--- config.mk ---
export PLATFORM = sky130hd
export DESIGN_NAME = dirlc_top
export DESIGN_NICKNAME = d
export VERILOG_FILES = /design/src/dirlc_top.v /design/src/dirlc_sync2.v
export VERILOG_INCLUDE_DIRS = /design/src
export SDC_FILE = /design/constraint.sdc
export NUM_CORES = 1
export LEC_CHECK = 0
export BUFFER_PORTS_ARGS = -buffer_cell sky130_fd_sc_hd__buf_4
export CAP_MARGIN = 10
export CORE_ASPECT_RATIO = 1.25
export CORE_MARGIN = 2
export CORE_UTILIZATION = 48
export CTS_BUF_LIST = sky130_fd_sc_hd__clkbuf_8
export DETAILED_ROUTE_END_ITERATION = 12
export GPL_ROUTABILITY_DRIVEN = 0
export PLACE_DENSITY = 0.75
export SYNTH_ARGS = -nofsm -noshare
export SYNTH_HDL_FRONTEND = slang
export SYNTH_SLANG_ARGS = --single-unit
--- constraint.sdc ---
create_clock -name mclk -period 1.3 [get_ports mclk]
set_clock_uncertainty 0.1 [all_clocks]
set_input_delay 0.065 -clock mclk [delete_from_list [all_inputs] [get_ports mclk]]
set_output_delay 0.065 -clock mclk [all_outputs]
set_load 0.02 [all_outputs]
--- src/dirlc_defines.vh ---
// Register offsets, field positions and reset values for the DMA/IRQ routing block
`ifndef DIRLC_DEFINES_VH
`define DIRLC_DEFINES_VH
// Register offsets from the card base
`define DIRLC_OFS_LINE     3'h4
`define DIRLC_OFS_ROUTE    3'h5
// Routing register fields
`define DIRLC_TX_SEL       0
`define DIRLC_RX_SEL       1
`define DIRLC_TX_GATE      2
`define DIRLC_RX_GATE      3
`define DIRLC_INT_LO       4
`define DIRLC_INT_HI       5
// Interrupt source codes
`define DIRLC_INT_OFF      2'h0
`define DIRLC_INT_TC       2'h1
`define DIRLC_INT_CTRL     2'h2
`define DIRLC_INT_TEST     2'h3
// Line register fields
`define DIRLC_TX_CLK       2
`define DIRLC_RX_CLK       3
`define DIRLC_RLOOP        4
`define DIRLC_LLOOP        5
`define DIRLC_TEST_LVL     7
// Reset values
`define DIRLC_RST_BYTE     8'h00
`define DIRLC_RST_BIT      1'h0
`endif

--- src/dirlc_top.v ---
// ISA adapter glue: DMA request routing, interrupt select and line test control
// Overview of operation
// - Tx request from terminal or wait pin
// - Rx request from channel B or A wait
// - Tx gate bit passes or blocks request
// - Rx gate bit passes or blocks request
// - Two-bit field selects interrupt source
// - Reserved bits always read zero
// - Tx request raised when buffer empties
// - Rx request raised when character arrives
// - Bit seven shows test level, also interrupt source code three
// - Local loop bit drives local loop output
// - Remote loop bit drives remote output, sync output only with jumper
// - Rx clock drive only in DCE
// - Tx clock drive bit in DTE, forced on in DCE
// - Decode routing at five, line at four
`timescale 1ns/100ps
`include "dirlc_defines.vh"
module dirlc_top (
   // Clock and reset
   input  wire       mclk,
   input  wire       sys_rst,
   // ISA I/O access (card-local offset)
   input  wire       io_sel,
   input  wire [2:0] io_addr,
   input  wire       io_wr,
   input  wire       io_rd,
   input  wire [7:0] io_wdata,
   output reg  [7:0] io_rdata,
   output reg        io_rvalid,
   // Serial controller request and interrupt pins
   input  wire       chan_a_wait_request,
   input  wire       chan_b_wait_request,
   input  wire       chan_a_terminal_request,
   input  wire       controller_interrupt,
   // System DMA terminal count and line test input
   input  wire       terminal_count_interrupt,
   input  wire       test_mode_level,
   // Jumper straps
   input  wire       dce_config,
   input  wire       sync_jumper,
   // ISA requests and interrupt
   output reg        tx_drq,
   output reg        rx_drq,
   output reg        irq_out,
   // Line test and clock direction
   output reg        local_loop_out,
   output reg        remote_loop_out,
   output reg        chan_a_sync_out,
   output reg        rx_clock_out_en,
   output reg        tx_clock_out_en
);

   //---------------------------------------------------------------
   // Input synchronisers
   //---------------------------------------------------------------
   wire [7:0] pins_sync;
   wire       wreq_a_s;
   wire       wreq_b_s;
   wire       treq_a_s;
   wire       cirq_s;
   wire       tc_s;
   wire       tm_s;
   wire       dce_s;
   wire       jmp_s;

   dirlc_sync2 #(
      .W (8)
   ) u_sync (
      .mclk     (mclk),
      .sys_rst  (sys_rst),
      .async_in ({sync_jumper, dce_config, test_mode_level, terminal_count_interrupt,
                  controller_interrupt, chan_a_terminal_request, chan_b_wait_request,
                  chan_a_wait_request}),
      .sync_out (pins_sync)
   );

   // Unpack synchronised pins
   assign wreq_a_s = pins_sync[0];
   assign wreq_b_s = pins_sync[1];
   assign treq_a_s = pins_sync[2];
   assign cirq_s   = pins_sync[3];
   assign tc_s     = pins_sync[4];
   assign tm_s     = pins_sync[5];
   assign dce_s    = pins_sync[6];
   assign jmp_s    = pins_sync[7];

   //---------------------------------------------------------------
   // Registers
   //---------------------------------------------------------------
   reg  [5:0] route_reg;
   reg  [5:0] route_next;
   reg        lloop_reg;
   reg        rloop_reg;
   reg        rxclk_reg;
   reg        txclk_reg;
   reg        lloop_next;
   reg        rloop_next;
   reg        rxclk_next;
   reg        txclk_next;
   wire       wr_route;
   wire       wr_line;

   // Address decode
   assign wr_route = io_sel & io_wr & (io_addr == `DIRLC_OFS_ROUTE);
   assign wr_line  = io_sel & io_wr & (io_addr == `DIRLC_OFS_LINE);

   // Next-state for writable fields
   always @* begin
      route_next = route_reg;
      lloop_next = lloop_reg;
      rloop_next = rloop_reg;
      rxclk_next = rxclk_reg;
      txclk_next = txclk_reg;
      if (wr_route) begin
         route_next = io_wdata[5:0]; // Top two bits dropped
      end
      if (wr_line) begin
         lloop_next = io_wdata[`DIRLC_LLOOP];
         rloop_next = io_wdata[`DIRLC_RLOOP];
         // Rx clock drive only takes writes in DCE
         if (dce_s) begin
            rxclk_next = io_wdata[`DIRLC_RX_CLK];
         end
         // Tx clock drive only takes writes in DTE
         if (!dce_s) begin
            txclk_next = io_wdata[`DIRLC_TX_CLK];
         end
      end
   end

   // Register storage, cleared on reset
   always @(posedge mclk) begin
      if (sys_rst) begin
         route_reg <= 6'h00;
         lloop_reg <= `DIRLC_RST_BIT;
         rloop_reg <= `DIRLC_RST_BIT;
         rxclk_reg <= `DIRLC_RST_BIT;
         txclk_reg <= `DIRLC_RST_BIT;
      end else begin
         route_reg <= route_next;
         lloop_reg <= lloop_next;
         rloop_reg <= rloop_next;
         rxclk_reg <= rxclk_next;
         txclk_reg <= txclk_next;
      end
   end

   //---------------------------------------------------------------
   // Read path
   //---------------------------------------------------------------
   reg [7:0] rd_mux;

   // Read data select; reserved and low bits read zero
   always @* begin
      rd_mux = `DIRLC_RST_BYTE;
      if (io_addr == `DIRLC_OFS_ROUTE) begin
         rd_mux = {2'h0, route_reg};
      end else if (io_addr == `DIRLC_OFS_LINE) begin
         rd_mux = {tm_s, 1'h0, lloop_reg, rloop_reg, rxclk_reg, txclk_reg, 2'h0};
      end
   end

   // Registered read answer, one cycle after strobe
   always @(posedge mclk) begin
      if (sys_rst) begin
         io_rdata  <= `DIRLC_RST_BYTE;
         io_rvalid <= 1'b0;
      end else begin
         io_rvalid <= io_sel & io_rd;
         io_rdata  <= (io_sel & io_rd) ? rd_mux : `DIRLC_RST_BYTE;
      end
   end

   //---------------------------------------------------------------
   // DMA request routing
   //---------------------------------------------------------------
   wire tx_src;
   wire rx_src;
   wire [1:0] int_sel;
   reg  irq_mux;

   // Controller raises its pin on empty buffer / arrived char
   assign tx_src = route_reg[`DIRLC_TX_SEL] ? treq_a_s : wreq_a_s;
   assign rx_src = route_reg[`DIRLC_RX_SEL] ? wreq_b_s : wreq_a_s;
   assign int_sel = route_reg[`DIRLC_INT_HI:`DIRLC_INT_LO];

   // Interrupt source select
   always @* begin
      case (int_sel)
         `DIRLC_INT_TC:   irq_mux = tc_s;
         `DIRLC_INT_CTRL: irq_mux = cirq_s;
         `DIRLC_INT_TEST: irq_mux = tm_s;
         default:         irq_mux = 1'b0;   // Disabled
      endcase
   end

   // Output flops
   always @(posedge mclk) begin
      if (sys_rst) begin
         tx_drq          <= 1'b0;
         rx_drq          <= 1'b0;
         irq_out         <= 1'b0;
         local_loop_out  <= 1'b0;
         remote_loop_out <= 1'b0;
         chan_a_sync_out <= 1'b0;
         rx_clock_out_en <= 1'b0;
         tx_clock_out_en <= 1'b0;
      end else begin
         tx_drq          <= tx_src & route_reg[`DIRLC_TX_GATE];
         rx_drq          <= rx_src & route_reg[`DIRLC_RX_GATE];
         irq_out         <= irq_mux;
         local_loop_out  <= lloop_reg;
         remote_loop_out <= rloop_reg;
         chan_a_sync_out <= rloop_reg & jmp_s;
         rx_clock_out_en <= rxclk_reg & dce_s;
         tx_clock_out_en <= txclk_reg | dce_s;
      end
   end

endmodule // dirlc_top

--- src/dirlc_sync2.v ---
// Two-flop synchroniser for a bank of asynchronous inputs
`timescale 1ns/100ps
module dirlc_sync2 #(
   parameter W = 8
) (
   // Clock and reset
   input  wire         mclk,
   input  wire         sys_rst,
   // Data
   input  wire [W-1:0] async_in,
   output reg  [W-1:0] sync_out
);
   reg [W-1:0] meta_reg;

   // First stage read only by the second stage
   always @(posedge mclk) begin
      if (sys_rst) begin
         meta_reg <= {W{1'b0}};
         sync_out <= {W{1'b0}};
      end else begin
         meta_reg <= async_in;
         sync_out <= meta_reg;
      end
   end
endmodule // dirlc_sync2

* Word level (Yosys, flattened, before mapping) *
Index checks and enable logic that the tools add are counted.

storage, ports and cells
  register bits = 43
  bits of input ports = 24
  output and inout bits = 17
  logic and storage cells = 46

cells by class
  eq/ne operators = 5
  multiplexer cells = 5
  bitwise logic cells = 12
  reductions and logical operators = 5

operators with widths
  cell                  count
  $mux W6               2
  $and A1 B1 Y1         8
  $eq A3 B3 Y1 const B  2
  $eq A2 B2 Y1 const B  2
  $reduce_and A2 Y1     2
  $reduce_or A4 Y1      1
  $not A1 Y1            3
  $pmux W1 S3           1
  $reduce_or A3 Y1      1
  $eq A2 B1 Y1 const B  1
  $mux W1               2
  $reduce_or A2 Y1      1
  $or A1 B1 Y1          1

* Logic depth before layout (Yosys ltp) *
Gate-level depths: netlist of run 1.

  word-level depth = 3
  mapped depth = 3
  mapped depth without buffers = 3

* Modules after synthesis *
From an unflattened synthesis of run 1, not the netlist that was laid out.

second synthesis, totals
  cells, all modules = 127
  area total of the unflattened synthesis = 1425.1 um^2

modules (own cells, without submodules)
  module       instances  cells each  area each (um^2)
  dirlc_top    1          94          960.9
  dirlc_sync2  1          33          464.2

* Worst setup path after synthesis of run 1 *
Ideal clock, no wire load.

  path type = reg-to-reg
  start point = register route_reg[4]
  end point = register irq_out
  setup time = 0.132 ns
  arrival = 0.777 ns
  data required time = 1.068 ns
  path slack = 0.291 ns
  stages on the path, launching flop included = 4
  buffers on the path = 0
  period minus slack after synthesis = 1.009 ns
  path through = dfxtp_1 > mux2_2 > nand2_1 > a21oi_1

on the way
  longest elaborated chain between the ends = 2

RTL lines
  item                                                 RTL line         RTL
  start, declared                                      dirlc_top.v:91   reg [5:0] route_reg;
  start signal, assigned                               dirlc_top.v:141  route_reg <= route_next;
  $eq A2 B2 Y1 / $eq A2 B1 Y1 (equally long branches)  dirlc_top.v:190  case (int_sel)
  $pmux W1 S3 *                                        dirlc_top.v:190
  end signal, assigned                                 dirlc_top.v:212  irq_out <= irq_mux;
  end, declared                                        dirlc_top.v:45   output reg irq_out,

Mark *: on every way between the ends. The rest lies on a longest branch, timed or not.
A chain may end at the register's enable or synchronous reset.

* Worst setup path in the final report of run 1 *
  start point = input io_addr[1]
  end point = register route_reg[5]

on the way
  longest elaborated chain between the ends = 2

RTL lines
  item                           RTL line         RTL
  start, declared                dirlc_top.v:25   input wire [2:0] io_addr,
  $eq A3 B3 Y1 (no source line)  -
  $and A1 B1 Y1                  dirlc_top.v:105  assign wr_route = io_sel & io_wr & (io_addr == `DIRLC_OFS_ROUTE);

No other way between the ends.

==> results of run 1 <==
-- layer usage --
layer,global-route usage,part of all wire
met1,0.178,0.38
met2,0.325,0.56
met3,0.0760,0.053
met4,0.0769,0.0078
met5,0,0
-- worst min path at each step --
stage / depth (start not counted) / slack, ns / end
5_1_grt: 3 / 0.01 / lloop_reg
6_report: 3 / 0.008 / txclk_reg
2_1_floorplan: 1 / 0.05 / local_loop_out
4_1_cts: 3 / 0.002 / txclk_reg
3_3_place_gp: 2 / 0.17 / u_sync.meta_reg[7]
3_5_place_dp: 2 / 0.18 / u_sync.meta_reg[1]
-- power groups by stage --
| stage | Sequential, mW | Clock [mW] | Combinational (mW) |
|---|---|---|---|
| 2_1_floorplan | 1.36 | 0 | 0.0685 |
| 5_1_grt | 1.33 | 0.824 | 0.208 |
| 4_1_cts | 1.33 | 0.760 | 0.191 |
| 3_5_place_dp | 1.35 | 0 | 0.149 |
| 6_report | 1.33 | 0.727 | 0.190 |
| 3_3_place_gp | 1.35 | 0 | 0.145 |
-- repair_timing --
action,in CTS,in global routing
resized for setup,0,0
hold endpoints to repair,25,0
hold buffers,17,0
endpoints found under the setup margin,0,0
-- final cells by class --
type	instances	area share
Tap cell	36	0.0228
Clock inverter	2	0.00381
Multi-Input combinational cell	77	0.279
Clock buffer	5	0.0349
Timing Repair Buffer	55	0.231
Sequential cell	42	0.426
Inverter	1	0.00190
-- worst max-delay path, delay by kind of cell --
family        cells  cell delay, ns
simple gates      2            0.34
buf+inv           2            0.71
mux               1            0.22
-- metrics by stage --
stage	utilization	hold WS, ns
final	0.689	0.00827
after global routing	0.689	0.0132
after CTS	0.689	0.00214
after detailed placement	0.603	0.181
after global placement	0.603	0.174
after floorplan	-	0.0483
-- kinds of logic after synthesis --
group,share of synthesized area
mux,0.0646
buf+inv,0.0159
simple gates,0.262
flops,0.595
compound gates,0.0602
other cells,0.00265
-- placed cells by master (no fill, tap or decap) --
cell type,instances
dfxtp_1,42
buf_4,38
nor2b_1,18
dlygate4sd3_1,17
nand2b_1,10
mux2i_1,8
nor2_1,7
clkbuf_8,5
o21ai_1,4
and2_1,4
a22o_1,4
a21oi_1,3
nand2_1,3
inv_1,3
nor2_4,2
nand4b_1,2
o31ai_1,2
nand3_1,2
nand3_2,1
nand2b_4,1
and3_4,1
nand4b_4,1
nor3_4,1
mux2_2,1
nand3b_1,1
conb_1,1
==> impl_metrics.env, run 1 <==
export IMPL_crit_required_ns=1.41
export IMPL_drc=0
export IMPL_synth_largest_area_cell="dfxtp_1"
export IMPL_postRouteAntennaNets=0
export IMPL_layout_drive_gt1_share=0.280
export IMPL_initial_core_util=0.494
export IMPL_max_clock_freq_mhz=809
export IMPL_wl_per_cell_um=11.7
export IMPL_ys_seq_area_frac=0.595
export IMPL_max_slew_margin_rel=0.628
export IMPL_via_per_inst=4.69
export IMPL_setup_violations=0
export IMPL_avgSynthCellArea_um2=11.4
export IMPL_r2r_start="route_reg[4]"
export IMPL_grt_pass1_wl_um=4350
export IMPL_cts_htree_levels=2
export IMPL_clock_sinks=42
export IMPL_drt_iter0_markers=9
export IMPL_synth_area_top_cells="dfxtp_1 (59%), nor2b_1 (8.0%), mux2i_1 (5.7%)"
export IMPL_die_h_um=64.7
export IMPL_fin_crit_sh=0.951
export IMPL_num_fill_cells=239
export IMPL_dieWidth_um=52.5
export IMPL_synth_edf_count=0
export IMPL_critPathLaunch="io_addr[1]"
export IMPL_min_from="io_wdata[2]"
export IMPL_hold_viol_final=0
export IMPL_path_clk_slew_ns=0.07
export IMPL_yosys_top_cells_count="dfxtp_1 (42), nor2b_1 (18), nand2b_1 (10)"
export IMPL_die_area_um2=3400
export IMPL_pwr_share_comb=0.085
export IMPL_p_leak_nw=0.833
export IMPL_path_cells="dlygate4sd3_1 > buf_4 > nand2b_4 > nor2_4 > mux2i_1"
export IMPL_status="completed"
export IMPL_post_route_min_period_ns=1.24
export IMPL_stdcell_area_um2=1970
export IMPL_numCtsBuffers=5
export IMPL_report_final_slew_viol_count=0
export IMPL_num_antenna_cells=0
export IMPL_synth_area_um2=1410
export IMPL_instances_no_fill=218
export IMPL_p_total_mw=2.24
export IMPL_synth_most_common_cell="dfxtp_1"
export IMPL_place_detailed_hpwl_um=1730
export IMPL_root_buffer="clkbuf_8"
export IMPL_place_ws_ns=0.220
export IMPL_cts_tree="yes"
export IMPL_placed_area_um2=1730
export IMPL_drt_wl_total_um=2560
export IMPL_grt_max_degree=17
export IMPL_port_buffers=37
export IMPL_ir_drop_uv=1190
export IMPL_crit_path_max_incr_delay_ns=0.54
export IMPL_ys_warn_count=0
export IMPL_ys_flop_type="dfxtp_1"
export IMPL_dr_pass1_iters=6
export IMPL_critPathLaunchType="input pin"
export IMPL_synth_nets=148
export IMPL_power_share_sequential=0.591
export IMPL_hp_class="input pin to flip-flop"
export IMPL_crit_type="input pin to flip-flop"
export IMPL_end_kind="flip-flop"
export IMPL_ys_async_sr_fraction=0
export IMPL_pwr_density_cell_nw_per_um2=1140
export IMPL_synth_top_area_frac=0.595
export IMPL_overflow=0
export IMPL_tns_ns=0
export IMPL_grt_pass1_vias=1011
export IMPL_core_um2=2860
export IMPL_path_max_fanout=7
export IMPL_clockBufferDepth=2
export IMPL_ff2ff_path_depth=3
export IMPL_intPower_mw=1.78
export IMPL_clock_latency_ns=0.28
export IMPL_dp_cells=194
export IMPL_num_io_pins=41
export IMPL_switching_share=0.205
export IMPL_antenna_found_initial=0
export IMPL_netlist_instances=124
export IMPL_multi_input_area_um2=551
export IMPL_p_sw_mw=0.459
export IMPL_ff_latch_area_um2=841
export IMPL_rsz0062_at_grt="no"
export IMPL_endpoint="route_reg[5]"
export IMPL_worst_pin_slew_ns=0.556
export IMPL_r2r_end="irq_out"
export IMPL_critPathArrivalTime_ns=1.34
export IMPL_track_usage=0.182
export IMPL_regToRegSetupSlack_ns=0.21
export IMPL_synth_cell_types=25
export IMPL_num_rows=22
export IMPL_clock_power_share=0.324
export IMPL_area_growth_pct=39.5
export IMPL_crit_slowest_cell="dlygate4sd3_1"
export IMPL_vias=1023
export IMPL_nets=206
export IMPL_yosys_register_bits=42
export IMPL_maxCapViolations=0
export IMPL_finalWorstSetupSlack_ns=0.0635
export IMPL_cts_setup_buffers=0
Note: power is estimated with default switching activity, not from simulation.
==> run 2: changes to the inputs <==
- CORE_UTILIZATION: 48 -> 52
- PLACE_DENSITY: 0.75 -> 0.8
==> impl_metrics.env, run 2 (synthesis gave the netlist of run 1 again) <==
export IMPL_status="completed"
export IMPL_core_um2=2630
export IMPL_maxCapViolations=0
export IMPL_num_fill_cells=187
export IMPL_final_common_cell="dfxtp_1"
export IMPL_cts_resized=0
export IMPL_holdWs_ns=0.0180
export IMPL_nets=209
export IMPL_intPower_mw=1.85
export IMPL_num_io_pins=41
export IMPL_vias=1046
export IMPL_crit_required_ns=1.38
export IMPL_hold_viol_final=0
export IMPL_dr_pass1_iters=4
export IMPL_stdcell_area_um2=2020
export IMPL_hp_class="input pin to flip-flop"
export IMPL_cts_tree="yes"
export IMPL_drc=0
export IMPL_port_buffers=37
export IMPL_place_detailed_hpwl_um=1710
export IMPL_area_growth_pct=42.7
export IMPL_clock_power_share=0.351
export IMPL_clock_latency_ns=0.29
export IMPL_mostFrequentLayoutCells="dfxtp_1 (42), buf_4 (37), dlygate4sd3_1 (21)"
export IMPL_end_kind="flip-flop"
export IMPL_tns_ns=0
export IMPL_max_clock_freq_mhz=818
export IMPL_overflow=0
export IMPL_dieWidth_um=50.6
export IMPL_crit_type="input pin to flip-flop"
export IMPL_p_leak_nw=0.850
export IMPL_path_max_fanout=2
export IMPL_num_rows=21
export IMPL_clock_sinks=42
export IMPL_numCtsBuffers=5
export IMPL_root_buffer="clkbuf_8"
export IMPL_report_final_slew_viol_count=0
export IMPL_num_antenna_cells=0
export IMPL_p_sw_mw=0.494
export IMPL_p_total_mw=2.35
export IMPL_switching_share=0.210
export IMPL_ir_drop_uv=954
export IMPL_grt_max_degree=18
export IMPL_power_share_sequential=0.564
export IMPL_critPathLaunchType="input pin"
export IMPL_grt_pass1_vias=1095
export IMPL_clockBufferDepth=2
export IMPL_wl_per_cell_um=12.2
export IMPL_die_area_um2=3150
export IMPL_cts_htree_levels=2
export IMPL_multi_input_area_um2=551
export IMPL_pwr_share_comb=0.085
export IMPL_pwr_density_cell_nw_per_um2=1160
export IMPL_grt_pass1_wl_um=4720
export IMPL_rsz0062_at_grt="no"
export IMPL_path_clk_slew_ns=0.07
export IMPL_postRouteAntennaNets=0
export IMPL_track_usage=0.203
export IMPL_drt_wl_total_um=2680
export IMPL_die_h_um=62.3
export IMPL_antenna_found_initial=0
export IMPL_fin_crit_sh=0.941
export IMPL_setup_violations=0
export IMPL_ff_latch_area_um2=841
export IMPL_layout_drive_gt1_share=0.280
export IMPL_post_route_min_period_ns=1.22
export IMPL_placed_area_um2=1720
export IMPL_initial_core_util=0.538
export IMPL_critPathArrivalTime_ns=1.30
export IMPL_via_per_inst=4.75
export IMPL_drt_iter0_markers=14
[run 2: cell type report]
class                           count  area share
Clock inverter                      2     0.00434
Clock buffer                        6      0.0409
Multi-Input combinational cell     77       0.273
Inverter                            1     0.00186
Tap cell                           34      0.0211
Timing Repair Buffer               58       0.242
Sequential cell                    42       0.417
[run 2: what timing repair did]
action	4_1_cts	5_1_grt
setup endpoints to repair	0	4
endpoints found under the hold margin	25	3
hold buffers	23	1
buffers inserted	0	0
[run 2: stage by stage]
step | utilization | instances | worst slack, ns
4_1_cts | 0.778 | 223 | 0.0138
6_report | 0.768 | 220 | 0.0770
5_1_grt | 0.768 | 220 | 0.0130
3_5_place_dp | 0.656 | 192 | 0.253
2_1_floorplan | - | 124 | 0.291
3_3_place_gp | 0.656 | 192 | 0.270
[run 2: worst paths after layout]
| check | start | end | slack (ns) | cells after the start |
|---|---|---|---|---|
| setup / recovery | io_rd | io_rvalid | 0.08 | 4 |
| hold / removal | sys_rst | route_reg[4] | 0.02 | 3 |
| setup reg to reg | route_reg[4] | irq_out | 0.22 | 3 |
| hold reg to reg | u_sync.meta_reg[7] | u_sync.sync_out[7] | 0.33 | 1 |
[run 2: critical path, stage by stage]
cell and delay, ns:
dlygate4sd3_1 0.59, nand2_1 0.07, dlygate4sd3_1 0.54, nor2_1 0.04
[run 2: power groups by stage]
stage	combinational (mW)	clock (mW)	sequential, mW
3_3_place_gp	0.144	0	1.35
6_report	0.199	0.825	1.33
4_1_cts	0.203	0.847	1.32
3_5_place_dp	0.148	0	1.35
2_1_floorplan	0.0685	0	1.36
5_1_grt	0.216	0.910	1.33
[run 2: routing by layer]
layer / share of wire / global-route usage / vias up
met5: 0 / 0 / -
met4: 0.031 / 0.111 / 0
met3: 0.052 / 0.0577 / 8
met2: 0.52 / 0.354 / 33
met1: 0.40 / 0.215 / 476
li1: - / - / 529
